### src/design/lsio_map.svh
`ifndef LSIO_MAP_SVH
`define LSIO_MAP_SVH

// ----------------------------------------------------------------------
// Widths and counts
// ----------------------------------------------------------------------
`define LSIO_DATA_LANES      16
`define LSIO_FUNC_LINES      4
`define LSIO_SE_FUNC_LINES   4
`define LSIO_WORD_W          16
`define LSIO_CHAN_RATIO      10
`define LSIO_GRP_RATIO       6
`define LSIO_GRP_FUNC_W      8
`define LSIO_CNT_W           4
// Clock index inside the clock-output group
`define LSIO_CLK_LVDS        0
`define LSIO_CLK_SE          1
`define LSIO_CLK_OUTS        2
// Variant codes
`define LSIO_VAR_PLAIN       2'h0
`define LSIO_VAR_CHAN        2'h1
`define LSIO_VAR_GRP         2'h2

`endif

### src/design/lsio_pkg.sv
package lsio_pkg;
	typedef enum logic [1:0] {
		LSIO_PLAIN = 2'h0,
		LSIO_CHAN  = 2'h1,
		LSIO_GRP   = 2'h2
	} lsio_variant_t;
endpackage

### src/design/lsio_ser.sv
`timescale 1ns/100ps
`default_nettype none
`include "lsio_map.svh"

// ----------------------------------------------------------------------
// Output serialiser: loads a parallel word and shifts it out two bits
// per core clock (one per fast-clock edge), lsb first.
// ----------------------------------------------------------------------
module lsio_ser (
	// Clock and reset
	input  wire logic                     core_clk,
	input  wire logic                     rstn,
	// Parallel side
	input  wire logic [`LSIO_CNT_W-1:0]   ratio,
	input  wire logic                     load,
	input  wire logic [`LSIO_CHAN_RATIO-1:0] word,
	// Serial side: bit for rising edge, bit for falling edge
	output logic      [1:0]               ddr_bits
);
	logic [`LSIO_CHAN_RATIO-1:0] shreg;

	// Shift register; lsb leaves first
	always_ff @(posedge core_clk) begin
		if (!rstn) begin
			shreg <= '0;
		end else if (load) begin
			shreg <= word;
		end else begin
			shreg <= {2'h0, shreg[`LSIO_CHAN_RATIO-1:2]};
		end
	end

	// Registered DDR pair
	always_ff @(posedge core_clk) begin
		if (!rstn) begin
			ddr_bits <= 2'h0;
		end else begin
			ddr_bits <= load ? word[1:0] : shreg[3:2];
		end
	end
endmodule
`default_nettype wire

### src/design/lsio_des.sv
`timescale 1ns/100ps
`default_nettype none
`include "lsio_map.svh"

// ----------------------------------------------------------------------
// Input deserialiser: gathers two bits per core clock, lsb first,
// and presents the word on the cycle after the last pair arrives.
// ----------------------------------------------------------------------
module lsio_des (
	// Clock and reset
	input  wire logic                        core_clk,
	input  wire logic                        rstn,
	// Serial side
	input  wire logic [1:0]                  ddr_bits,
	input  wire logic                        last,
	// Parallel side
	output logic      [`LSIO_CHAN_RATIO-1:0] word
);
	logic [`LSIO_CHAN_RATIO-1:0] acc;
	logic [`LSIO_CHAN_RATIO-1:0] next_acc;

	// New pair enters at the top, earlier bits slide to the lsb
	assign next_acc = {ddr_bits, acc[`LSIO_CHAN_RATIO-1:2]};

	always_ff @(posedge core_clk) begin
		if (!rstn) begin
			acc <= '0;
		end else begin
			acc <= next_acc;
		end
	end

	always_ff @(posedge core_clk) begin
		if (!rstn) begin
			word <= '0;
		end else if (last) begin
			word <= next_acc;
		end
	end
endmodule
`default_nettype wire

### src/design/lsio_adapter.sv
// Operation
// All variants carry the same connector lines
// Each clock output inverts on its own
// Plain: data and direction as 16-bit words
// Plain: each function line a single bit
// Channel: 16-bit word per channel, top six ignored
// Serdes variants: every line through serialiser/deserialiser; single-ended function lines stay plain bits here
// Channel variant ratio defaults to ten
// Channel variant moves ten bits per word
// Serdes run DDR, one bit per edge; here one bit of each pair per core clock, picked by ddr_phase
// Grouped variant ratio defaults to six
// Grouped moves six samples per regional cycle
// Grouped: data and direction as 16-bit words
// Grouped: function lines in 8-bit word
// Channel variant per-channel ports, others bundled
// Output enable low drives, high releases line
// First serialised bit is word lsb
// Input-direction channels ignore written output value
`timescale 1ns/100ps
`default_nettype none
`include "lsio_map.svh"

module lsio_adapter
	import lsio_pkg::*;
#(
	parameter lsio_variant_t VARIANT = LSIO_PLAIN
) (
	// Clock and reset
	input  wire logic                          core_clk,
	input  wire logic                          rstn,
	// Clock output inversion
	input  wire logic [`LSIO_CLK_OUTS-1:0]     clk_invert,
	// Plain and grouped user side (bundled per connector)
	input  wire logic [`LSIO_WORD_W-1:0]       user_data_out,
	input  wire logic [`LSIO_WORD_W-1:0]       user_data_dir,
	output logic      [`LSIO_WORD_W-1:0]       user_data_in,
	input  wire logic [`LSIO_GRP_FUNC_W-1:0]   user_func_out,
	input  wire logic [`LSIO_GRP_FUNC_W-1:0]   user_func_dir,
	output logic      [`LSIO_GRP_FUNC_W-1:0]   user_func_in,
	input  wire logic [`LSIO_SE_FUNC_LINES-1:0] user_se_out,
	input  wire logic [`LSIO_SE_FUNC_LINES-1:0] user_se_dir,
	output logic      [`LSIO_SE_FUNC_LINES-1:0] user_se_in,
	output logic                               user_strobe,
	output logic                               user_clk_in,
	// Per-channel user side (channel variant)
	input  wire logic [`LSIO_WORD_W-1:0]       chan_out [`LSIO_DATA_LANES],
	output logic      [`LSIO_WORD_W-1:0]       chan_in  [`LSIO_DATA_LANES],
	input  wire logic [`LSIO_WORD_W-1:0]       fchan_out [`LSIO_FUNC_LINES],
	output logic      [`LSIO_WORD_W-1:0]       fchan_in  [`LSIO_FUNC_LINES],
	output logic                               word_tick,
	// Connector: data lanes (output enable low while driving)
	input  wire logic [`LSIO_DATA_LANES-1:0]   data_lane_i,
	output logic      [`LSIO_DATA_LANES-1:0]   data_lane_o,
	output logic      [`LSIO_DATA_LANES-1:0]   data_lane_oe_n,
	// Connector: LVDS function lines
	input  wire logic [`LSIO_FUNC_LINES-1:0]   function_line_i,
	output logic      [`LSIO_FUNC_LINES-1:0]   function_line_o,
	output logic      [`LSIO_FUNC_LINES-1:0]   function_line_oe_n,
	// Connector: single-ended function lines
	input  wire logic [`LSIO_SE_FUNC_LINES-1:0] single_ended_function_line_i,
	output logic      [`LSIO_SE_FUNC_LINES-1:0] single_ended_function_line_o,
	output logic      [`LSIO_SE_FUNC_LINES-1:0] single_ended_function_line_oe_n,
	// Connector: strobe in, clock in, LVDS clock out
	input  wire logic                          strobe_pin,
	input  wire logic                          clk_in_pin,
	output logic                               lvds_clk_out
);
	// ------------------------------------------------------------------
	// Variant constants
	// ------------------------------------------------------------------
	localparam logic SERDES = (VARIANT != LSIO_PLAIN);
	localparam logic [`LSIO_CNT_W-1:0] RATIO = (VARIANT == LSIO_GRP) ?
		`LSIO_CNT_W'(`LSIO_GRP_RATIO) :
		`LSIO_CNT_W'(`LSIO_CHAN_RATIO);
	localparam int NPAIR = int'(RATIO) / 2;

	// Pair index of the word slot; wraps at RATIO/2 core clocks
	function automatic logic is_last(input logic [`LSIO_CNT_W-1:0] c);
		is_last = (c == `LSIO_CNT_W'(NPAIR - 1));
	endfunction

	// ------------------------------------------------------------------
	// Input synchronisers: every pin passes two flops first
	// ------------------------------------------------------------------
	logic [`LSIO_DATA_LANES-1:0]    dl_s1, dl_s2;
	logic [`LSIO_FUNC_LINES-1:0]    fl_s1, fl_s2;
	logic [`LSIO_SE_FUNC_LINES-1:0] se_s1, se_s2;
	logic [1:0]                     ck_s1, ck_s2;

	// Two-stage sync; first stage feeds only the second
	always_ff @(posedge core_clk) begin
		if (!rstn) begin
			dl_s1 <= '0;
			dl_s2 <= '0;
			fl_s1 <= '0;
			fl_s2 <= '0;
			se_s1 <= '0;
			se_s2 <= '0;
			ck_s1 <= 2'h0;
			ck_s2 <= 2'h0;
		end else begin
			dl_s1 <= data_lane_i;
			dl_s2 <= dl_s1;
			fl_s1 <= function_line_i;
			fl_s2 <= fl_s1;
			se_s1 <= single_ended_function_line_i;
			se_s2 <= se_s1;
			ck_s1 <= {clk_in_pin, strobe_pin};
			ck_s2 <= ck_s1;
		end
	end

	// ------------------------------------------------------------------
	// Word slot counter (regional clock stand-in for serdes variants)
	// ------------------------------------------------------------------
	logic [`LSIO_CNT_W-1:0] pair_cnt;
	logic                   last;
	assign last = is_last(pair_cnt);

	// One word per RATIO/2 core clocks, two bits per clock
	always_ff @(posedge core_clk) begin
		if (!rstn) begin
			pair_cnt <= '0;
		end else if (last) begin
			pair_cnt <= '0;
		end else begin
			pair_cnt <= pair_cnt + `LSIO_CNT_W'(1);
		end
	end

	always_ff @(posedge core_clk) begin
		if (!rstn) begin
			word_tick <= 1'b0;
		end else begin
			word_tick <= SERDES && last;
		end
	end

	// ------------------------------------------------------------------
	// Per-line parallel words for the serdes variants
	// ------------------------------------------------------------------
	localparam int NLINE = `LSIO_DATA_LANES + `LSIO_FUNC_LINES + 1;
	logic [`LSIO_CHAN_RATIO-1:0] tx_word [NLINE];
	logic [`LSIO_CHAN_RATIO-1:0] rx_word [NLINE];
	logic [1:0]                  tx_pair [NLINE];
	logic [1:0]                  rx_pair [NLINE];
	logic [`LSIO_CHAN_RATIO-1:0] clk_pattern;

	// Clock pattern: rising half then falling half of each word
	always_comb begin
		clk_pattern = '0;
		for (int b = 0; b < `LSIO_CHAN_RATIO; b++) begin
			if (b < int'(RATIO) / 2) begin
				clk_pattern[b] = 1'b1;
			end
		end
	end

	// Build outgoing words; grouped repeats bit i of the one user word in every slot
	always_comb begin
		for (int i = 0; i < NLINE; i++) begin
			tx_word[i] = '0;
		end
		for (int i = 0; i < `LSIO_DATA_LANES; i++) begin
			if (VARIANT == LSIO_CHAN) begin
				tx_word[i] = chan_out[i][`LSIO_CHAN_RATIO-1:0];
			end else begin
				tx_word[i] = {`LSIO_CHAN_RATIO{user_data_out[i]}};
			end
		end
		for (int i = 0; i < `LSIO_FUNC_LINES; i++) begin
			if (VARIANT == LSIO_CHAN) begin
				tx_word[`LSIO_DATA_LANES + i] =
					fchan_out[i][`LSIO_CHAN_RATIO-1:0];
			end else begin
				tx_word[`LSIO_DATA_LANES + i] =
					{`LSIO_CHAN_RATIO{user_func_out[i]}};
			end
		end
		// Clock word, inverted on request
		tx_word[NLINE-1] = clk_invert[`LSIO_CLK_LVDS] ?
			~clk_pattern : clk_pattern;
	end

	// One serialiser and one deserialiser per line
	for (genvar g = 0; g < NLINE; g++) begin : g_line
		lsio_ser u_ser (
			.core_clk (core_clk),
			.rstn     (rstn),
			.ratio    (RATIO),
			.load     (last),
			.word     (tx_word[g]),
			.ddr_bits (tx_pair[g])
		);
		lsio_des u_des (
			.core_clk (core_clk),
			.rstn     (rstn),
			.ddr_bits (rx_pair[g]),
			.last     (last),
			.word     (rx_word[g])
		);
	end

	// Receive pairs: one synchronised sample per core clock fills both halves
	always_comb begin
		for (int i = 0; i < `LSIO_DATA_LANES; i++) begin
			rx_pair[i] = {2{dl_s2[i]}};
		end
		for (int i = 0; i < `LSIO_FUNC_LINES; i++) begin
			rx_pair[`LSIO_DATA_LANES + i] = {2{fl_s2[i]}};
		end
		rx_pair[NLINE-1] = {2{ck_s2[0]}};
	end

	// ------------------------------------------------------------------
	// Connector drive; enable low means driving
	// ------------------------------------------------------------------
	logic ddr_phase;

	// DDR phase toggles each clock to pick the DDR bit
	always_ff @(posedge core_clk) begin
		if (!rstn) begin
			ddr_phase <= 1'b0;
		end else begin
			ddr_phase <= ~ddr_phase;
		end
	end

	always_ff @(posedge core_clk) begin
		if (!rstn) begin
			data_lane_o     <= '0;
			data_lane_oe_n  <= '1;
			function_line_o <= '0;
			function_line_oe_n <= '1;
		end else begin
			for (int i = 0; i < `LSIO_DATA_LANES; i++) begin
				data_lane_oe_n[i] <= ~user_data_dir[i];
				// Output value is held low while released
				data_lane_o[i] <= user_data_dir[i] & (SERDES ?
					tx_pair[i][ddr_phase] : user_data_out[i]);
			end
			for (int i = 0; i < `LSIO_FUNC_LINES; i++) begin
				function_line_oe_n[i] <= ~user_func_dir[i];
				function_line_o[i] <= user_func_dir[i] & (SERDES ?
					tx_pair[`LSIO_DATA_LANES + i][ddr_phase] :
					user_func_out[i]);
			end
		end
	end

	// Single-ended lines are always plain bits, in every variant
	always_ff @(posedge core_clk) begin
		if (!rstn) begin
			single_ended_function_line_o    <= '0;
			single_ended_function_line_oe_n <= '1;
		end else begin
			single_ended_function_line_oe_n <= ~user_se_dir;
			single_ended_function_line_o    <= user_se_dir & user_se_out;
		end
	end

	// Clock output: clock serialiser bit picked by the DDR phase, high half of each window
	always_ff @(posedge core_clk) begin
		if (!rstn) begin
			lvds_clk_out <= 1'b0;
		end else begin
			lvds_clk_out <= tx_pair[NLINE-1][ddr_phase];
		end
	end

	// ------------------------------------------------------------------
	// User-side readback
	// ------------------------------------------------------------------
	always_ff @(posedge core_clk) begin
		if (!rstn) begin
			user_data_in <= '0;
			user_func_in <= '0;
			user_se_in   <= '0;
			user_strobe  <= 1'b0;
			user_clk_in  <= 1'b0;
			for (int i = 0; i < `LSIO_DATA_LANES; i++) chan_in[i] <= '0;
			for (int i = 0; i < `LSIO_FUNC_LINES; i++) fchan_in[i] <= '0;
		end else begin
			user_se_in  <= se_s2;
			user_strobe <= ck_s2[0];
			// Second clock output index inverts the sensed clock
			user_clk_in <= ck_s2[1] ^ clk_invert[`LSIO_CLK_SE];
			for (int i = 0; i < `LSIO_DATA_LANES; i++) begin
				user_data_in[i] <= SERDES ? rx_word[i][0] : dl_s2[i];
				chan_in[i] <= {6'h00, rx_word[i]};
			end
			for (int i = 0; i < `LSIO_FUNC_LINES; i++) begin
				user_func_in[i] <= SERDES ?
					rx_word[`LSIO_DATA_LANES + i][0] : fl_s2[i];
				fchan_in[i] <= {6'h00, rx_word[`LSIO_DATA_LANES + i]};
			end
			user_func_in[`LSIO_GRP_FUNC_W-1:`LSIO_FUNC_LINES] <= 4'h0;
		end
	end
endmodule
`default_nettype wire

### config.mk
export PLATFORM = sky130hd
export DESIGN_NAME = lsio_adapter
export DESIGN_NICKNAME = d
export VERILOG_FILES = /design/src/design/lsio_pkg.sv /design/src/design/lsio_ser.sv /design/src/design/lsio_des.sv /design/src/design/lsio_adapter.sv
export VERILOG_INCLUDE_DIRS = /design/src /design/src/design
export SDC_FILE = /design/constraint.sdc
export NUM_CORES = 1
export LEC_CHECK = 0
export BUFFER_PORTS_ARGS = -buffer_cell sky130_fd_sc_hd__buf_4
export CAP_MARGIN = 0
export CELL_PAD_IN_SITES_DETAIL_PLACEMENT = 1
export CELL_PAD_IN_SITES_GLOBAL_PLACEMENT = 1
export CORE_AREA = 2 2 318 320
export CTS_BUF_LIST = sky130_fd_sc_hd__clkbuf_2 sky130_fd_sc_hd__clkbuf_4 sky130_fd_sc_hd__clkbuf_8
export CTS_CLUSTER_SIZE = 8
export DETAILED_ROUTE_END_ITERATION = 6
export DIE_AREA = 0 0 320 322
export GPL_TIMING_DRIVEN = 0
export PLACE_DENSITY_LB_ADDON = 0.1
export SKIP_CTS_REPAIR_TIMING = 1
export SLEW_MARGIN = 10
export SYNTH_ARGS = -nofsm -noshare
export SYNTH_HDL_FRONTEND = slang
export SYNTH_SLANG_ARGS = --single-unit
### constraint.sdc
create_clock -name core_clk -period 3.84 [get_ports core_clk]
set_input_delay 0.96 -clock core_clk [delete_from_list [all_inputs] [get_ports core_clk]]
set_output_delay 0.96 -clock core_clk [all_outputs]
set_load 0.1 [all_outputs]
# Word level (Yosys, flattened, before mapping)
# Cells that the tools add are included.
[classes]
mux = 5
bitwise = 45
reduce_logical = 2
eq_ne = 1
add_sub_neg = 1
order_cmp = 1
[ops]
columns = ["operator", "count"]
rows = [
  ["1-bit inverter", 22],
  ["1-bit AND", 20],
  ["10-bit 2-to-1 mux", 1],
  ["8-bit 2-to-1 mux", 1],
  ["4-bit by 1-bit adder with 4-bit output (second input constant)", 1],
  ["4-bit AND", 1],
  ["4-bit by 3-bit == test with 1-bit output (second input constant)", 1],
  ["4-bit inverter", 1],
  ["1-bit by 2-bit < comparator with 1-bit output (second input constant)", 1],
  ["1-bit 2-to-1 mux", 2],
  ["2-bit 2-to-1 mux", 1],
  ["2-bit AND reduction", 1],
  ["2-bit OR reduction", 1],
  ["1-bit bitwise XOR", 1],
]
[word_totals]
output_inout_bits = 400
elab_cells = 161
register_bits = 808
inputBits = 406

# Logic depth before layout (Yosys ltp)
[depth]
depth_word = 2
depth_mapped = 7
depth_no_buf = 5

# Hierarchy
# A second synthesis with hierarchy kept.
[hier_totals]
cells_unflattened = 1835
area_unflattened_um2 = 22173.8
[by_module_without_submodules]
columns = ["module", "area_each_um2", "seq_area_each_um2", "cells_each", "n_inst"]
rows = [
  ["lsio_des", 591.8, 360.3, 48, 20],
  ["lsio_adapter", 9965.8, 6646.4, 844, 1],
  ["lsio_ser", 371.6, 200.2, 31, 1],
]

# Worst setup path after synthesis
# No wires, ideal clock.
[synth_path]
path_type = "reg2out"
startpoint = "reg chan_in[101] in the netlist's numbering"
endpoint = "out chan_in[101] in the netlist's numbering"
path_stages_with_launch = 2
arrival_ns = 1.356
required_time_ns = 2.880
slack_ns = 1.524
path_buffers = 1
path_cell_list = "dfxtp_1 > buf_4"
[synth_lines]
columns = ["item", "line", "source"]
rows = [
  ["start: declaration", "lsio_adapter.sv:47", "output logic [`LSIO_WORD_W-1:0] chan_in [`LSIO_DATA_LANES],"],
  ["start signal: indexed assignment", "lsio_adapter.sv:290", "chan_in[i] <= {6'h00, rx_word[i]};"],
]
# No word-level cell between the ends.

# Worst setup path in the final report
[layout_path]
startpoint = "reg user_data_in[0]"
endpoint = "out user_data_in[0]"
[layout_lines]
columns = ["item", "line", "source"]
rows = [
  ["start: declaration", "lsio_adapter.sv:36", "output logic [`LSIO_WORD_W-1:0] user_data_in,"],
  ["start signal: indexed assignment", "lsio_adapter.sv:289", "user_data_in[i] <= SERDES ? rx_word[i][0] : dl_s2[i];"],
]
# No word-level cell between the ends.

==> impl_metrics.yaml <==
outcome:
  status: "complete, no violations"
worst_setup_path:
  crit_slowest_cell: "dfxtp_1"
  critical_path_class: "reg -> out"
  endpoint_kind: "output pin"
  timing.critical_path.mode_cell: "buf_4"
  slowest_delay_ns: 0.47
  start_kind: "register"
  crit_path_start: "user_data_in[0]$_SDFF_PN0_"
  reg2reg_to: "g_line[15].u_des.word[1]$_SDFFE_PN0N_"
  rr_worst_depth: 7
  cp_max_fo: 2
  rrSetupSlack_ns: 2.13
  endpoint: "user_data_in[0]"
  worstPathArrival_ns: 1.57
  crit_required_ns: 2.88
  path_cells: "buf_4, buf_4"
  r2r-start: "pair_cnt[0]$_SDFF_PP0_"
logic_synthesis:
  syn-cell-area_sq_mm: 0.0134
  synth.area.top_cells: "dfxtp_1 60%, buf_4 14%, and2_1 11%"
  ys_seq_area_share_pct: 59.6
  yosys.area.top_type: "dfxtp_1"
  synth_edf_count: 0
  yosys.cell_types.count: 24
  avgSynthCellArea_sq_um: 11.6
  synth_flop_cell: "dfxtp_1"
  synth-async-reset-ratio_pct: 0
  synth_seq_cells: 400
  yosysWarnings: 0
  synthCells: 1154
  synth_top_area_share_pct: 59.6
timing:
  final-setup-viol-count: 0
  finalHoldViolCount: 0
  maxSlewHeadroom_pct: 45.7
  fin_crit_sh_pct: 65.9
  max_clock_freq_mhz: 395
  skew_ns: 0.0223
  layout_min_cycle_time_ns: 2.53
  setup_tns_ns: 0
  maxSlewViolCount: 0
  worstMarginPinSlew_ns: 0.814
  rsz0062_at_grt: "no"
floorplan:
  pin_count: 806
  start_util_pct: 13.5
  num_rows: 116
  fp.dieH_microns: 322
  dieArea_sq_mm: 0.103
  core-area_sq_mm: 0.0996
  dieWidth_microns: 320
finish:
  syn2layout_area_growth_pct: 47.5
  multiInputGateArea_sq_mm: 0.00378
  drive_above_1_share_pct: 48.1
  nets: 2121
  nFillCells: 11400
  design_area_sq_mm: 0.0198
  regArea_sq_mm: 0.00801
clocking:
  insertion_delay_ns: 0.65
  cts_inserted_buffers: 82
  clockBufferDepth: 3
  path_clk_slew_ns: 0.05
  cts_max_level: 3
  cts_tree: "built"
  ctsRootBufferMaster: "clkbuf_8"
  clock_sinks: 400
routing:
  routed_wl_mm: 46.8
  final_antenna_net_count: 0
  drc_errors: 0
  drt-wirelength-per-cell_microns: 15.3
  drt_iter0_drc: 150
  via_count: 8905
  routed_via_density: 2.91
  drt_pass1_iterations: 4
min_path:
  hp-class: "reg -> reg"
grt:
  grt_max_degree: 11
  gr-total-overflow: 0
  grt_pass1_vias: 9637
  antenna_found_initial: 9
  grt_pass1_wl_mm: 66.5
  grt_usage_pct: 8.96
pwr:
  peakVddDrop_mv: 0.171
  power_density_mw_per_mm2: 506
  total_leakage_power_nw: 9.53
placement:
  dpl.hpwl_mm: 34.9
  port_buffers: 351
  place_area_sq_mm: 0.0182
  gp_congestion: 0.681
job:
  cap_violations: 0
cell type report:
class | instances | area share, %
flip-flops and latches | 400 | 40.4
diodes | 2 | 0.0252
repair buffers | 351 | 13.3
multi-input cells | 582 | 19.1
clock inverters | 11 | 0.555
clock buffers | 125 | 7.79
inverters | 2 | 0.0379
well taps | 1298 | 8.19
plain buffers | 294 | 10.6
placed cells by master, fill, tap and decap left out, drive strengths merged:
| master | netlist | final |
|---|---|---|
| bufinv | 0 | 2 |
| and3 | 27 | 27 |
| xor2 | 1 | 1 |
| nand2b | 3 | 3 |
| and2 | 238 | 238 |
| diode | 0 | 2 |
| nand3 | 26 | 26 |
| ha | 2 | 2 |
| buf | 273 | 624 |
| conb | 1 | 125 |
| clkinvlp | 0 | 2 |
| clkbuf | 21 | 146 |
| nor4b | 1 | 1 |
| nor2b | 2 | 2 |
| clkinv | 0 | 7 |
| nand3b | 3 | 3 |
| nand2 | 69 | 69 |
| inv | 2 | 2 |
| dfxtp | 400 | 400 |
| a31o | 2 | 2 |
| mux2 | 80 | 80 |
| mux2i | 1 | 1 |
| a21boi | 1 | 1 |
| and3b | 1 | 1 |
cell usage after synthesis (all sizes together) (2+ instances only):
master	count
dfxtp	400
inv	2
buf	273
nand2	69
and2	238
mux2	80
ha	2
a31o	2
nand3	26
clkbuf	21
and3	27
nand2b	3
nand3b	3
nor2b	2
how the worst min path moves through the flow:
stage | startpoint | to | slack [ns] | cells after the start
detailed placement | fl_s1[2]$_SDFF_PN0_ | fl_s2[2]$_SDFF_PN0_ | 0.42 | 1
finish | fl_s1[2]$_SDFF_PN0_ | fl_s2[2]$_SDFF_PN0_ | 0.43 | 1
floorplan | ck_s1[0]$_SDFF_PN0_ | ck_s2[0]$_SDFF_PN0_ | 0.41 | 1
CTS | user_data_dir[0] | data_lane_oe_n[0]$_SDFF_PN1_ | 0.37 | 2
global placement | se_s1[2]$_SDFF_PN0_ | se_s2[2]$_SDFF_PN0_ | 0.41 | 1
global route | user_data_dir[2] | data_lane_oe_n[2]$_SDFF_PN1_ | 0.40 | 2
critical path: cells and delay by family (launching register included):
family / cells / cell delay [ns]
flip-flops: 1 / 0.47
buffers and inverters: 2 / 0.45
power by group:
part | total, W | switching [W] | internal (W)
Clock | 0.00456 | 0.00190 | 0.00267
Combinational | 0.00121 | 0.000965 | 0.000244
Sequential | 0.00425 | 0.0000245 | 0.00423
Total | 0.0100 | 0.00289 | 0.00714
flip-flops by register name (all words and copies together) (netlist names), 2 cells and up:
register,count
g_line.u_des.word,100
chan_in,80
g_line.u_des.acc,60
fchan_in,20
data_lane_o,16
data_lane_oe_n,16
dl_s1,16
dl_s2,16
user_data_in,16
g_line.u_ser.shreg,8
fl_s1,4
fl_s2,4
function_line_o,4
function_line_oe_n,4
pair_cnt,4
se_s1,4
se_s2,4
single_ended_function_line_o,4
single_ended_function_line_oe_n,4
user_func_in,4
user_se_in,4
ck_s1,2
ck_s2,2
logic make-up after synthesis:
logic type                 Yosys count  synth area share [%]
buffers and inverters              296                  15.8
and+or+nand+nor                    370                  15.8
DFF                                400                  59.6
adders and majority gates            2                 0.186
AOI/OAI and AO/OA                    3                 0.186
muxes                               81                  8.43
other                                1                0.0279
xor gates and xnor gates             1                0.0652
routing by layer:
layer	share of wire, %	GRT usage (%)
met5	0	0
met1	43	11.0
met2	46	14.2
met4	2.7	3.82
met3	8.0	3.14
through the flow:
| stage | hold slack (ns) | total power [W] | utilization, % | setup WS, ns | std cells |
|---|---|---|---|---|---|
| 3_5_place_dp | 0.421 | 0.00556 | 18.2 | 1.11 | 2927 |
| 5_1_grt | 0.396 | 0.0106 | 19.9 | 1.19 | 3064 |
| 6_report | 0.426 | 0.0100 | 19.9 | 1.31 | 3065 |
| 4_1_cts | 0.370 | 0.0103 | 19.9 | 1.19 | 3063 |
| 3_3_place_gp | 0.414 | 0.00556 | 18.2 | 1.10 | 2927 |
| 2_1_floorplan | 0.412 | 0.00532 | - | 1.52 | 1278 |
Power figures use the tool's default switching activity.
